File: config.mk
export PLATFORM = sky130hd
export DESIGN_NAME = i2ctic_top
export DESIGN_NICKNAME = d
export VERILOG_FILES = /design/src/hw/i2ctic_pkg.sv /design/src/hw/i2ctic_addr_match.sv /design/src/hw/i2ctic_top.sv
export SDC_FILE = /design/constraint.sdc
export NUM_CORES = 1
export LEC_CHECK = 0
export BUFFER_PORTS_ARGS = -buffer_cell sky130_fd_sc_hd__buf_2
export CAP_MARGIN = 15
export CORE_ASPECT_RATIO = 1.5
export CORE_MARGIN = 1
export CORE_UTILIZATION = 52
export CTS_CLUSTER_DIAMETER = 30
export DETAILED_ROUTE_END_ITERATION = 7
export GPL_ROUTABILITY_DRIVEN = 0
export GPL_TIMING_DRIVEN = 1
export PLACE_DENSITY = 0.85
export SLEW_MARGIN = 0
export SYNTH_ARGS = -nofsm -noshare
export SYNTH_HDL_FRONTEND = slang
export SYNTH_SLANG_ARGS = --single-unit
File: constraint.sdc
create_clock -name mclk -period 2.58 [get_ports mclk]
set_clock_uncertainty 0.1 [all_clocks]
set_input_delay 0 -clock mclk [delete_from_list [all_inputs] [get_ports mclk]]
set_output_delay 0 -clock mclk [all_outputs]
set_load 0.03 [all_outputs]
File: src/hw/i2ctic_pkg.sv
// package of constants and types for the i2c target control and interrupt block
package i2ctic_pkg;

	// ----------------------------------------
	// register byte offsets
	// ----------------------------------------
	localparam logic [7:0] OFF_TARGET_CONTROL_WORD = 8'h00;
	localparam logic [7:0] OFF_OWN_ADDR = 8'h04;
	localparam logic [7:0] OFF_RX_FIFO_CFG = 8'h08;
	localparam logic [7:0] OFF_TX_FIFO_CFG = 8'h0c;
	localparam logic [7:0] OFF_INT_ENABLE = 8'h10;
	localparam logic [7:0] OFF_INT_RAW = 8'h14;
	localparam logic [7:0] OFF_INT_MASKED = 8'h18;
	localparam logic [7:0] OFF_INT_CLEAR = 8'h1c;
	localparam logic [7:0] OFF_BASIC_INT = 8'h20;
	localparam logic [7:0] OFF_STATUS = 8'h24;

	// ----------------------------------------
	// field positions
	// ----------------------------------------
	localparam int CTL_ENABLE_BIT = 0;
	localparam int CTL_TXQ_BIT = 1;
	localparam int CTL_RXQ_BIT = 2;
	localparam int FCFG_TRIG_LSB = 0;
	localparam int FCFG_OWNER_BIT = 4;
	localparam int FCFG_DMA_BIT = 5;
	localparam int BASIC_EN_BIT = 0;
	localparam int BASIC_STAT_BIT = 1;
	localparam int NUM_SRC = 9;
	localparam int ADDR_W = 7;

	// interrupt source bit positions
	localparam int SRC_RX_FULL = 0;
	localparam int SRC_TX_EMPTY = 1;
	localparam int SRC_RX_REQ = 2;
	localparam int SRC_TX_REQ = 3;
	localparam int SRC_TX_DMA = 4;
	localparam int SRC_RX_DMA = 5;
	localparam int SRC_STOP = 6;
	localparam int SRC_START = 7;
	localparam int SRC_DATA = 8;

	// ----------------------------------------
	// reset values
	// ----------------------------------------
	localparam logic [2:0] RST_CTL = 3'h0;
	localparam logic [ADDR_W-1:0] RST_OWN_ADDR = 7'h00;
	localparam logic [5:0] RST_FIFO_CFG = 6'h00;
	localparam logic [NUM_SRC-1:0] RST_INT = 9'h000;

	// ----------------------------------------
	// types
	// ----------------------------------------
	typedef struct packed {
		logic rxQueueEn;
		logic txQueueEn;
		logic enable;
	} i2ctic_ctl_t;

	typedef struct packed {
		logic dma;
		logic ownerTarget;
		logic [3:0] trigger;
	} i2ctic_fcfg_t;

	typedef struct packed {
		logic data;
		logic start;
		logic stop;
		logic rxDmaDone;
		logic txDmaDone;
		logic txFifoReq;
		logic rxFifoReq;
		logic txFifoEmpty;
		logic rxFifoFull;
	} i2ctic_events_t;

	typedef enum logic [1:0] {
		APB_IDLE = 2'b00,
		APB_ACCESS = 2'b01,
		APB_DONE = 2'b11
	} i2ctic_apb_state_t;

endpackage

File: src/hw/i2ctic_addr_match.sv
// own-address comparator with registered match output
`timescale 1ns/1ps
`default_nettype none
module i2ctic_addr_match
	import i2ctic_pkg::*;
(
	// clock and reset
	input wire logic mclk,
	input wire logic rst,
	// compare inputs
	input wire logic enable,
	input wire logic addrValid,
	input wire logic [ADDR_W-1:0] ownAddr,
	input wire logic [ADDR_W-1:0] busAddr,
	// result
	output logic match
);
	// respond only to an exact 7-bit match while enabled
	always_ff @(posedge mclk) begin
		if (rst) begin
			match <= 1'b0;
		end else begin
			match <= enable && addrValid && (ownAddr == busAddr);
		end
	end
endmodule
`default_nettype wire

File: src/hw/i2ctic_top.sv
// i2c target control, fifo routing and interrupt block with apb registers
// Behaviour
// - clearing fifo use stops fifo routing while target stays enabled
// - separate transmit and receive queue enables, set singly or together
// - trigger level and owner held in separate fifo config registers
// - control word is write-only; each write replaces whole configuration
// - reset loads own address zero and clears target enable
// - respond only when 7-bit own address matches bus address
// - a clear removes the pending interrupt condition
// - clear mask removes exactly the selected pending sources
// - each source has its own enable; disabled sources never interrupt
// - one basic interrupt enable, set or cleared as a whole
// - sources for rx full, tx empty, rx request, tx request
// - separate tx and rx dma completion sources
// - sources for stop, start and data events
// - status readable raw or masked
// - basic status readable as one active bit
// - each fifo owned by master or target, never both
`timescale 1ns/1ps
`default_nettype none
module i2ctic_top
	import i2ctic_pkg::*;
(
	// clock and reset
	input wire logic mclk,
	input wire logic rst,
	// apb slave
	input wire logic psel,
	input wire logic penable,
	input wire logic pwrite,
	input wire logic [7:0] paddr,
	input wire logic [31:0] pwdata,
	output logic [31:0] prdata,
	output logic pready,
	output logic pslverr,
	// target engine side
	input wire logic addrValid,
	input wire logic [ADDR_W-1:0] busAddr,
	input wire i2ctic_events_t events,
	output logic addrMatch,
	output logic targetActive,
	output logic txQueueRoute,
	output logic rxQueueRoute,
	// fifo configuration toward fifo hardware
	output i2ctic_fcfg_t rxFifoCfg,
	output i2ctic_fcfg_t txFifoCfg,
	// interrupt
	output logic irq
);
	// ----------------------------------------
	// state
	// ----------------------------------------
	i2ctic_ctl_t ctl;
	logic [ADDR_W-1:0] ownAddr;
	logic [NUM_SRC-1:0] intEn;
	logic [NUM_SRC-1:0] intRaw;
	logic basicEn;
	i2ctic_apb_state_t apbState;
	i2ctic_apb_state_t next_apbState;
	logic wrStrobe;
	logic rdStrobe;
	logic [NUM_SRC-1:0] clrMask;
	logic [NUM_SRC-1:0] evVec;
	logic [NUM_SRC-1:0] masked;
	logic [31:0] next_prdata;
	logic next_pslverr;
	logic mapped;
	logic anyMasked;
	logic wrCtl;
	logic wrOwnAddr;
	logic wrRxCfg;
	logic wrTxCfg;
	logic wrIntEn;
	logic wrIntClr;
	logic wrBasic;
	logic rdRawClr;

	assign evVec = events;
	assign masked = intRaw & intEn;
	assign anyMasked = |masked;

	// ----------------------------------------
	// apb handshake
	// ----------------------------------------
	// one wait state: the answer is registered so that every output is a flop
	always_comb begin
		next_apbState = apbState;
		case (apbState)
			APB_IDLE: begin
				if (psel && !penable) begin
					next_apbState = APB_ACCESS;
				end
			end
			APB_ACCESS: begin
				next_apbState = APB_DONE;
			end
			APB_DONE: begin
				next_apbState = APB_IDLE;
			end
			default: begin
				next_apbState = APB_IDLE;
			end
		endcase
	end

	always_ff @(posedge mclk) begin
		if (rst) begin
			apbState <= APB_IDLE;
		end else begin
			apbState <= next_apbState;
		end
	end

	// access takes effect at the edge where pready is sampled high
	assign wrStrobe = (apbState == APB_DONE) && psel && penable && pwrite;
	assign rdStrobe = (apbState == APB_DONE) && psel && penable && !pwrite;

	// ----------------------------------------
	// register selects
	// ----------------------------------------
	// one decoded strobe per register keeps each update block to its own concern
	assign wrCtl = wrStrobe && (paddr == OFF_TARGET_CONTROL_WORD);
	assign wrOwnAddr = wrStrobe && (paddr == OFF_OWN_ADDR);
	assign wrRxCfg = wrStrobe && (paddr == OFF_RX_FIFO_CFG);
	assign wrTxCfg = wrStrobe && (paddr == OFF_TX_FIFO_CFG);
	assign wrIntEn = wrStrobe && (paddr == OFF_INT_ENABLE);
	assign wrIntClr = wrStrobe && (paddr == OFF_INT_CLEAR);
	assign wrBasic = wrStrobe && (paddr == OFF_BASIC_INT);
	assign rdRawClr = rdStrobe && (paddr == OFF_INT_RAW);

	always_comb begin
		case (paddr)
			OFF_TARGET_CONTROL_WORD, OFF_OWN_ADDR, OFF_RX_FIFO_CFG, OFF_TX_FIFO_CFG,
			OFF_INT_ENABLE, OFF_INT_RAW, OFF_INT_MASKED, OFF_INT_CLEAR,
			OFF_BASIC_INT, OFF_STATUS: begin
				mapped = 1'b1;
			end
			default: begin
				mapped = 1'b0;
			end
		endcase
	end

	// ----------------------------------------
	// apb answer
	// ----------------------------------------
	always_ff @(posedge mclk) begin
		if (rst) begin
			pready <= 1'b0;
		end else begin
			pready <= (next_apbState == APB_DONE);
		end
	end

	always_ff @(posedge mclk) begin
		if (rst) begin
			pslverr <= 1'b0;
		end else begin
			pslverr <= (next_apbState == APB_DONE) && next_pslverr;
		end
	end

	// zero outside the answer cycle so a stale word never looks valid
	always_ff @(posedge mclk) begin
		if (rst) begin
			prdata <= 32'h0000_0000;
		end else begin
			prdata <= (next_apbState == APB_DONE) ? next_prdata : 32'h0000_0000;
		end
	end

	// read mux; write-only words read as zero
	always_comb begin
		next_prdata = 32'h0000_0000;
		next_pslverr = !mapped;
		case (paddr)
			OFF_OWN_ADDR: begin
				next_prdata[ADDR_W-1:0] = ownAddr;
			end
			OFF_RX_FIFO_CFG: begin
				next_prdata[5:0] = rxFifoCfg;
			end
			OFF_TX_FIFO_CFG: begin
				next_prdata[5:0] = txFifoCfg;
			end
			OFF_INT_ENABLE: begin
				next_prdata[NUM_SRC-1:0] = intEn;
			end
			OFF_INT_RAW: begin
				next_prdata[NUM_SRC-1:0] = intRaw;
			end
			OFF_INT_MASKED: begin
				next_prdata[NUM_SRC-1:0] = masked;
			end
			OFF_BASIC_INT: begin
				next_prdata[BASIC_EN_BIT] = basicEn;
				next_prdata[BASIC_STAT_BIT] = basicEn && anyMasked;
			end
			OFF_STATUS: begin
				next_prdata[0] = targetActive;
				next_prdata[1] = addrMatch;
			end
			default: begin
				next_prdata = 32'h0000_0000;
			end
		endcase
	end

	// ----------------------------------------
	// target configuration
	// ----------------------------------------
	// write-only: every write replaces enable and both queue bits at once
	always_ff @(posedge mclk) begin
		if (rst) begin
			ctl <= RST_CTL;
		end else if (wrCtl) begin
			ctl.enable <= pwdata[CTL_ENABLE_BIT];
			ctl.txQueueEn <= pwdata[CTL_TXQ_BIT];
			ctl.rxQueueEn <= pwdata[CTL_RXQ_BIT];
		end
	end

	always_ff @(posedge mclk) begin
		if (rst) begin
			ownAddr <= RST_OWN_ADDR;
		end else if (wrOwnAddr) begin
			ownAddr <= pwdata[ADDR_W-1:0];
		end
	end

	// owner bit picks master or target; one value means never both
	always_ff @(posedge mclk) begin
		if (rst) begin
			rxFifoCfg <= RST_FIFO_CFG;
		end else if (wrRxCfg) begin
			rxFifoCfg <= pwdata[5:0];
		end
	end

	always_ff @(posedge mclk) begin
		if (rst) begin
			txFifoCfg <= RST_FIFO_CFG;
		end else if (wrTxCfg) begin
			txFifoCfg <= pwdata[5:0];
		end
	end

	// ----------------------------------------
	// queue routing
	// ----------------------------------------
	// fifo use can be dropped while the target keeps answering on the bus
	always_ff @(posedge mclk) begin
		if (rst) begin
			targetActive <= 1'b0;
		end else begin
			targetActive <= ctl.enable;
		end
	end

	// queue routing needs target enabled, queue enabled and fifo owned by target
	always_ff @(posedge mclk) begin
		if (rst) begin
			txQueueRoute <= 1'b0;
		end else begin
			txQueueRoute <= ctl.enable && ctl.txQueueEn && txFifoCfg.ownerTarget;
		end
	end

	always_ff @(posedge mclk) begin
		if (rst) begin
			rxQueueRoute <= 1'b0;
		end else begin
			rxQueueRoute <= ctl.enable && ctl.rxQueueEn && rxFifoCfg.ownerTarget;
		end
	end

	// ----------------------------------------
	// address match
	// ----------------------------------------
	i2ctic_addr_match u_match (
		.mclk(mclk),
		.rst(rst),
		.enable(ctl.enable),
		.addrValid(addrValid),
		.ownAddr(ownAddr),
		.busAddr(busAddr),
		.match(addrMatch)
	);

	// ----------------------------------------
	// interrupts
	// ----------------------------------------
	always_ff @(posedge mclk) begin
		if (rst) begin
			intEn <= RST_INT;
		end else if (wrIntEn) begin
			intEn <= pwdata[NUM_SRC-1:0];
		end
	end

	always_ff @(posedge mclk) begin
		if (rst) begin
			basicEn <= 1'b0;
		end else if (wrBasic) begin
			basicEn <= pwdata[BASIC_EN_BIT];
		end
	end

	// clear by mask write, or whole-register clear when raw status is read
	always_comb begin
		clrMask = {NUM_SRC{1'b0}};
		if (wrIntClr) begin
			clrMask = pwdata[NUM_SRC-1:0];
		end else if (rdRawClr) begin
			clrMask = {NUM_SRC{1'b1}};
		end
	end

	// set beats clear so a same-cycle event is never lost
	genvar gi;
	generate
		for (gi = 0; gi < NUM_SRC; gi++) begin : g_src
			always_ff @(posedge mclk) begin
				if (rst) begin
					intRaw[gi] <= 1'b0;
				end else if (evVec[gi]) begin
					intRaw[gi] <= 1'b1;
				end else if (clrMask[gi]) begin
					intRaw[gi] <= 1'b0;
				end
			end
		end
	endgenerate

	always_ff @(posedge mclk) begin
		if (rst) begin
			irq <= 1'b0;
		end else begin
			irq <= basicEn && (|(intRaw & intEn));
		end
	end
endmodule
`default_nettype wire

==> results.sh <==
export IMPL_grt_pass1_wl_um=12300
export IMPL_synth_top_family_by_area="simple AND/OR/NAND/NOR gates"
export IMPL_tritoncts="yes"
export IMPL_drv_cap=0
export IMPL_p_leak_nw=1.56
export IMPL_drive_above_1_share=0.223
export IMPL_synthFlopType="dfxtp_1"
export IMPL_synth_area_leaders="dfxtp_1 41%, mux2i_1 7.8%, nand2_1 6.4%"
export IMPL_fin_tns_setup_ns=0
export IMPL_hold_viol=0
export IMPL_rows=32
export IMPL_synth_xor_area_frac=0.0218
export IMPL_die_area_mm2=0.00572
export IMPL_synth_simple_area_share=0.202
export IMPL_die_w_um=62.1
export IMPL_ant_nets=0
export IMPL_synth_compound_area_frac=0.175
export IMPL_synth_area_per_cell_um2=8.55
export IMPL_start_util=0.545
export IMPL_grt_max_degree=46
export IMPL_register_area_mm2=0.00116
export IMPL_drt_iter0_drc=212
export IMPL_final_fill_count=402
export IMPL_grt_pass1_vias=2631
export IMPL_numCtsBuffers=9
export IMPL_h_tree_depth=3
export IMPL_total_power_mw=1.95
export IMPL_multi_input_area_mm2=0.00145
export IMPL_core_area_mm2=0.00516
export IMPL_syn_to_final_growth_pct=28.5
export IMPL_vias=2748
export IMPL_maxSlewHeadroom=0.505
export IMPL_synthCells=329
export IMPL_maxSlewViolCount=0
export IMPL_ys_warn_count=0
export IMPL_endpoint_kind="flop"
export IMPL_cp_required_ns=2.76
export IMPL_outcome="complete, no violations"
export IMPL_cp_start_kind="flop"
export IMPL_routed_wl_um=7650
export IMPL_async_flop_share=0
export IMPL_syn_area_mm2=0.00281
export IMPL_clock_sinks=58
export IMPL_rsz0062_at_grt="no"
export IMPL_fin_util=0.700
export IMPL_dp_hpwl_um=5060
export IMPL_root_buffer="clkbuf_8"
export IMPL_pin_count=113
export IMPL_min_path_type="in -> reg"
export IMPL_final_nets=488
export IMPL_track_usage=0.296
export IMPL_grt_overflow_total=0
export IMPL_ys_ff_latch=58
export IMPL_yosysSeqAreaShare=0.413
export IMPL_arrival_ns=2.44
export IMPL_worst_slack_ns=0.320
export IMPL_clockBufferDepth=2
export IMPL_place_ws_ns=0.693
export IMPL_grt_antenna_before_repair=0
export IMPL_worst_pin_slew_ns=0.741
export IMPL_max_freq_mhz=442
export IMPL_via_per_inst=5.51
export IMPL_synthMuxAreaShare=0.0863
export IMPL_post_dp_cell_area_mm2=0.00310
export IMPL_p_per_area_mw_per_mm2=541
export IMPL_wl_per_cell_um=15.3
export IMPL_worstSetupPathType="reg -> reg"
export IMPL_cp_max_fo=4
export IMPL_portBuffers=66
export IMPL_period_share=0.876
export IMPL_synth_cell_types=49
export IMPL_yosysTopAreaCell="dfxtp_1"
export IMPL_die_height_um=92.1
export IMPL_drc=0
export IMPL_clk_pin_slew_ns=0.07
export IMPL_antennaDiodeCount=0
export IMPL_finalInstanceArea_mm2=0.00361
export IMPL_synth_edf_count=0
export IMPL_clock_latency_ns=0.34
export IMPL_post_route_min_period_ns=2.26
export IMPL_synthAdderAreaFrac=0
export IMPL_cts_resized=0
export IMPL_setup_violations_final=0
export IMPL_synth_top_area_share=0.413
export IMPL_ir_worst_vdd_uv=319
export IMPL_drtPass1Iterations=5
[worst max-delay path, stage by stage, from the launching register on]
cell and delay, ns:
dfxtp_1 0.33, nor2b_1 0.23, nand3_1 0.11, dlygate4sd3_1 0.58, nor4_1 0.26, dlygate4sd3_1 0.59
[metrics by stage]
step | hold WS (ns) | instances
2_1_floorplan | 0.0368 | 351
3_3_place_gp | 0.159 | 450
3_5_place_dp | 0.168 | 450
4_1_cts | 0.00939 | 499
5_1_grt | 0.0451 | 499
6_report | 0.0155 | 499
[routing by layer]
metal  global-route usage  vias to the layer above  wire length [um]
met5                    0                        -                 0
met3               0.0635                       27               560
met1                0.341                     1251              2900
met2                0.473                      168              3890
met4                0.185                        0               296
li1                     -                     1302                 -
[cells in the mapped netlist (all sizes together), types with 3 or more instances]
master and n:
nand4 3, nor3 7, nor2 31, a21o 4, xnor2 5, a22oi 7, mux2i 22, o21ai 15
nand3 4, and3 5, nor2b 3, nand2 48, dfxtp 58, o22ai 11, a22o 3, nand2b 4
clkbuf 9, buf 29, inv 13, a21oi 19
[cells by family after synthesis]
family	count (synthesis)
AOI/OAI and AO/OA	76
xor gates and xnor gates	7
and+or+nand+nor	112
DFF	58
buffers and inverters	51
muxes	24
other	1
[placed cells by master (no fill, tap or decap), types with 7 or more instances in the layout]
cell type,count
clkbuf_8,9
dfxtp_1,58
inv_1,12
a21oi_1,19
mux2i_1,22
buf_2,66
o21ai_0,15
a22oi_1,7
conb_1,23
dlygate4sd3_1,33
nand2_1,48
nor2_1,31
o22ai_1,11
[where the power goes]
part | internal (mW) | switching (mW) | leakage (nW) | total [mW]
registers | 0.911 | 0.0149 | 0.471 | 0.926
clock network | 0.439 | 0.354 | 0.0958 | 0.792
logic | 0.0899 | 0.146 | 0.993 | 0.236
[cell type report]
cell class,count,share of cell area
clock buffer,10,0.0353
sequential,58,0.321
inverter,13,0.0135
timing repair buffer,102,0.189
clock inverter,6,0.0159
tap,68,0.0235
multi-input combinational,242,0.402
[path summary, 6_finish.rpt]
check	start	end	slack [ns]	depth (start not counted)
setup reg to reg	ctl[0]	u_match.match	0.32	5
hold / removal	paddr[1]	pslverr	0.02	4
hold reg to reg	apbState[1]	apbState[0]	0.36	1
setup / recovery	ctl[0]	u_match.match	0.32	5
[sequential cells by signal, indices dropped and copies added, names as in the netlist]
register	cells
intRaw	9
rxFifoCfg	6
u_match.match	1
targetActive	1
ownAddr	7
txQueueRoute	1
apbState	2
ctl	3
basicEn	1
prdata	9
irq	1
rxQueueRoute	1
pslverr	1
txFifoCfg	6
intEn	9
[repair_timing]
item,in CTS,in global routing
hold endpoints to repair,45,0
endpoints found under the setup margin,0,0
hold buffers,33,0
setup buffers,0,0
Note: power is estimated with default switching activity, not from simulation.
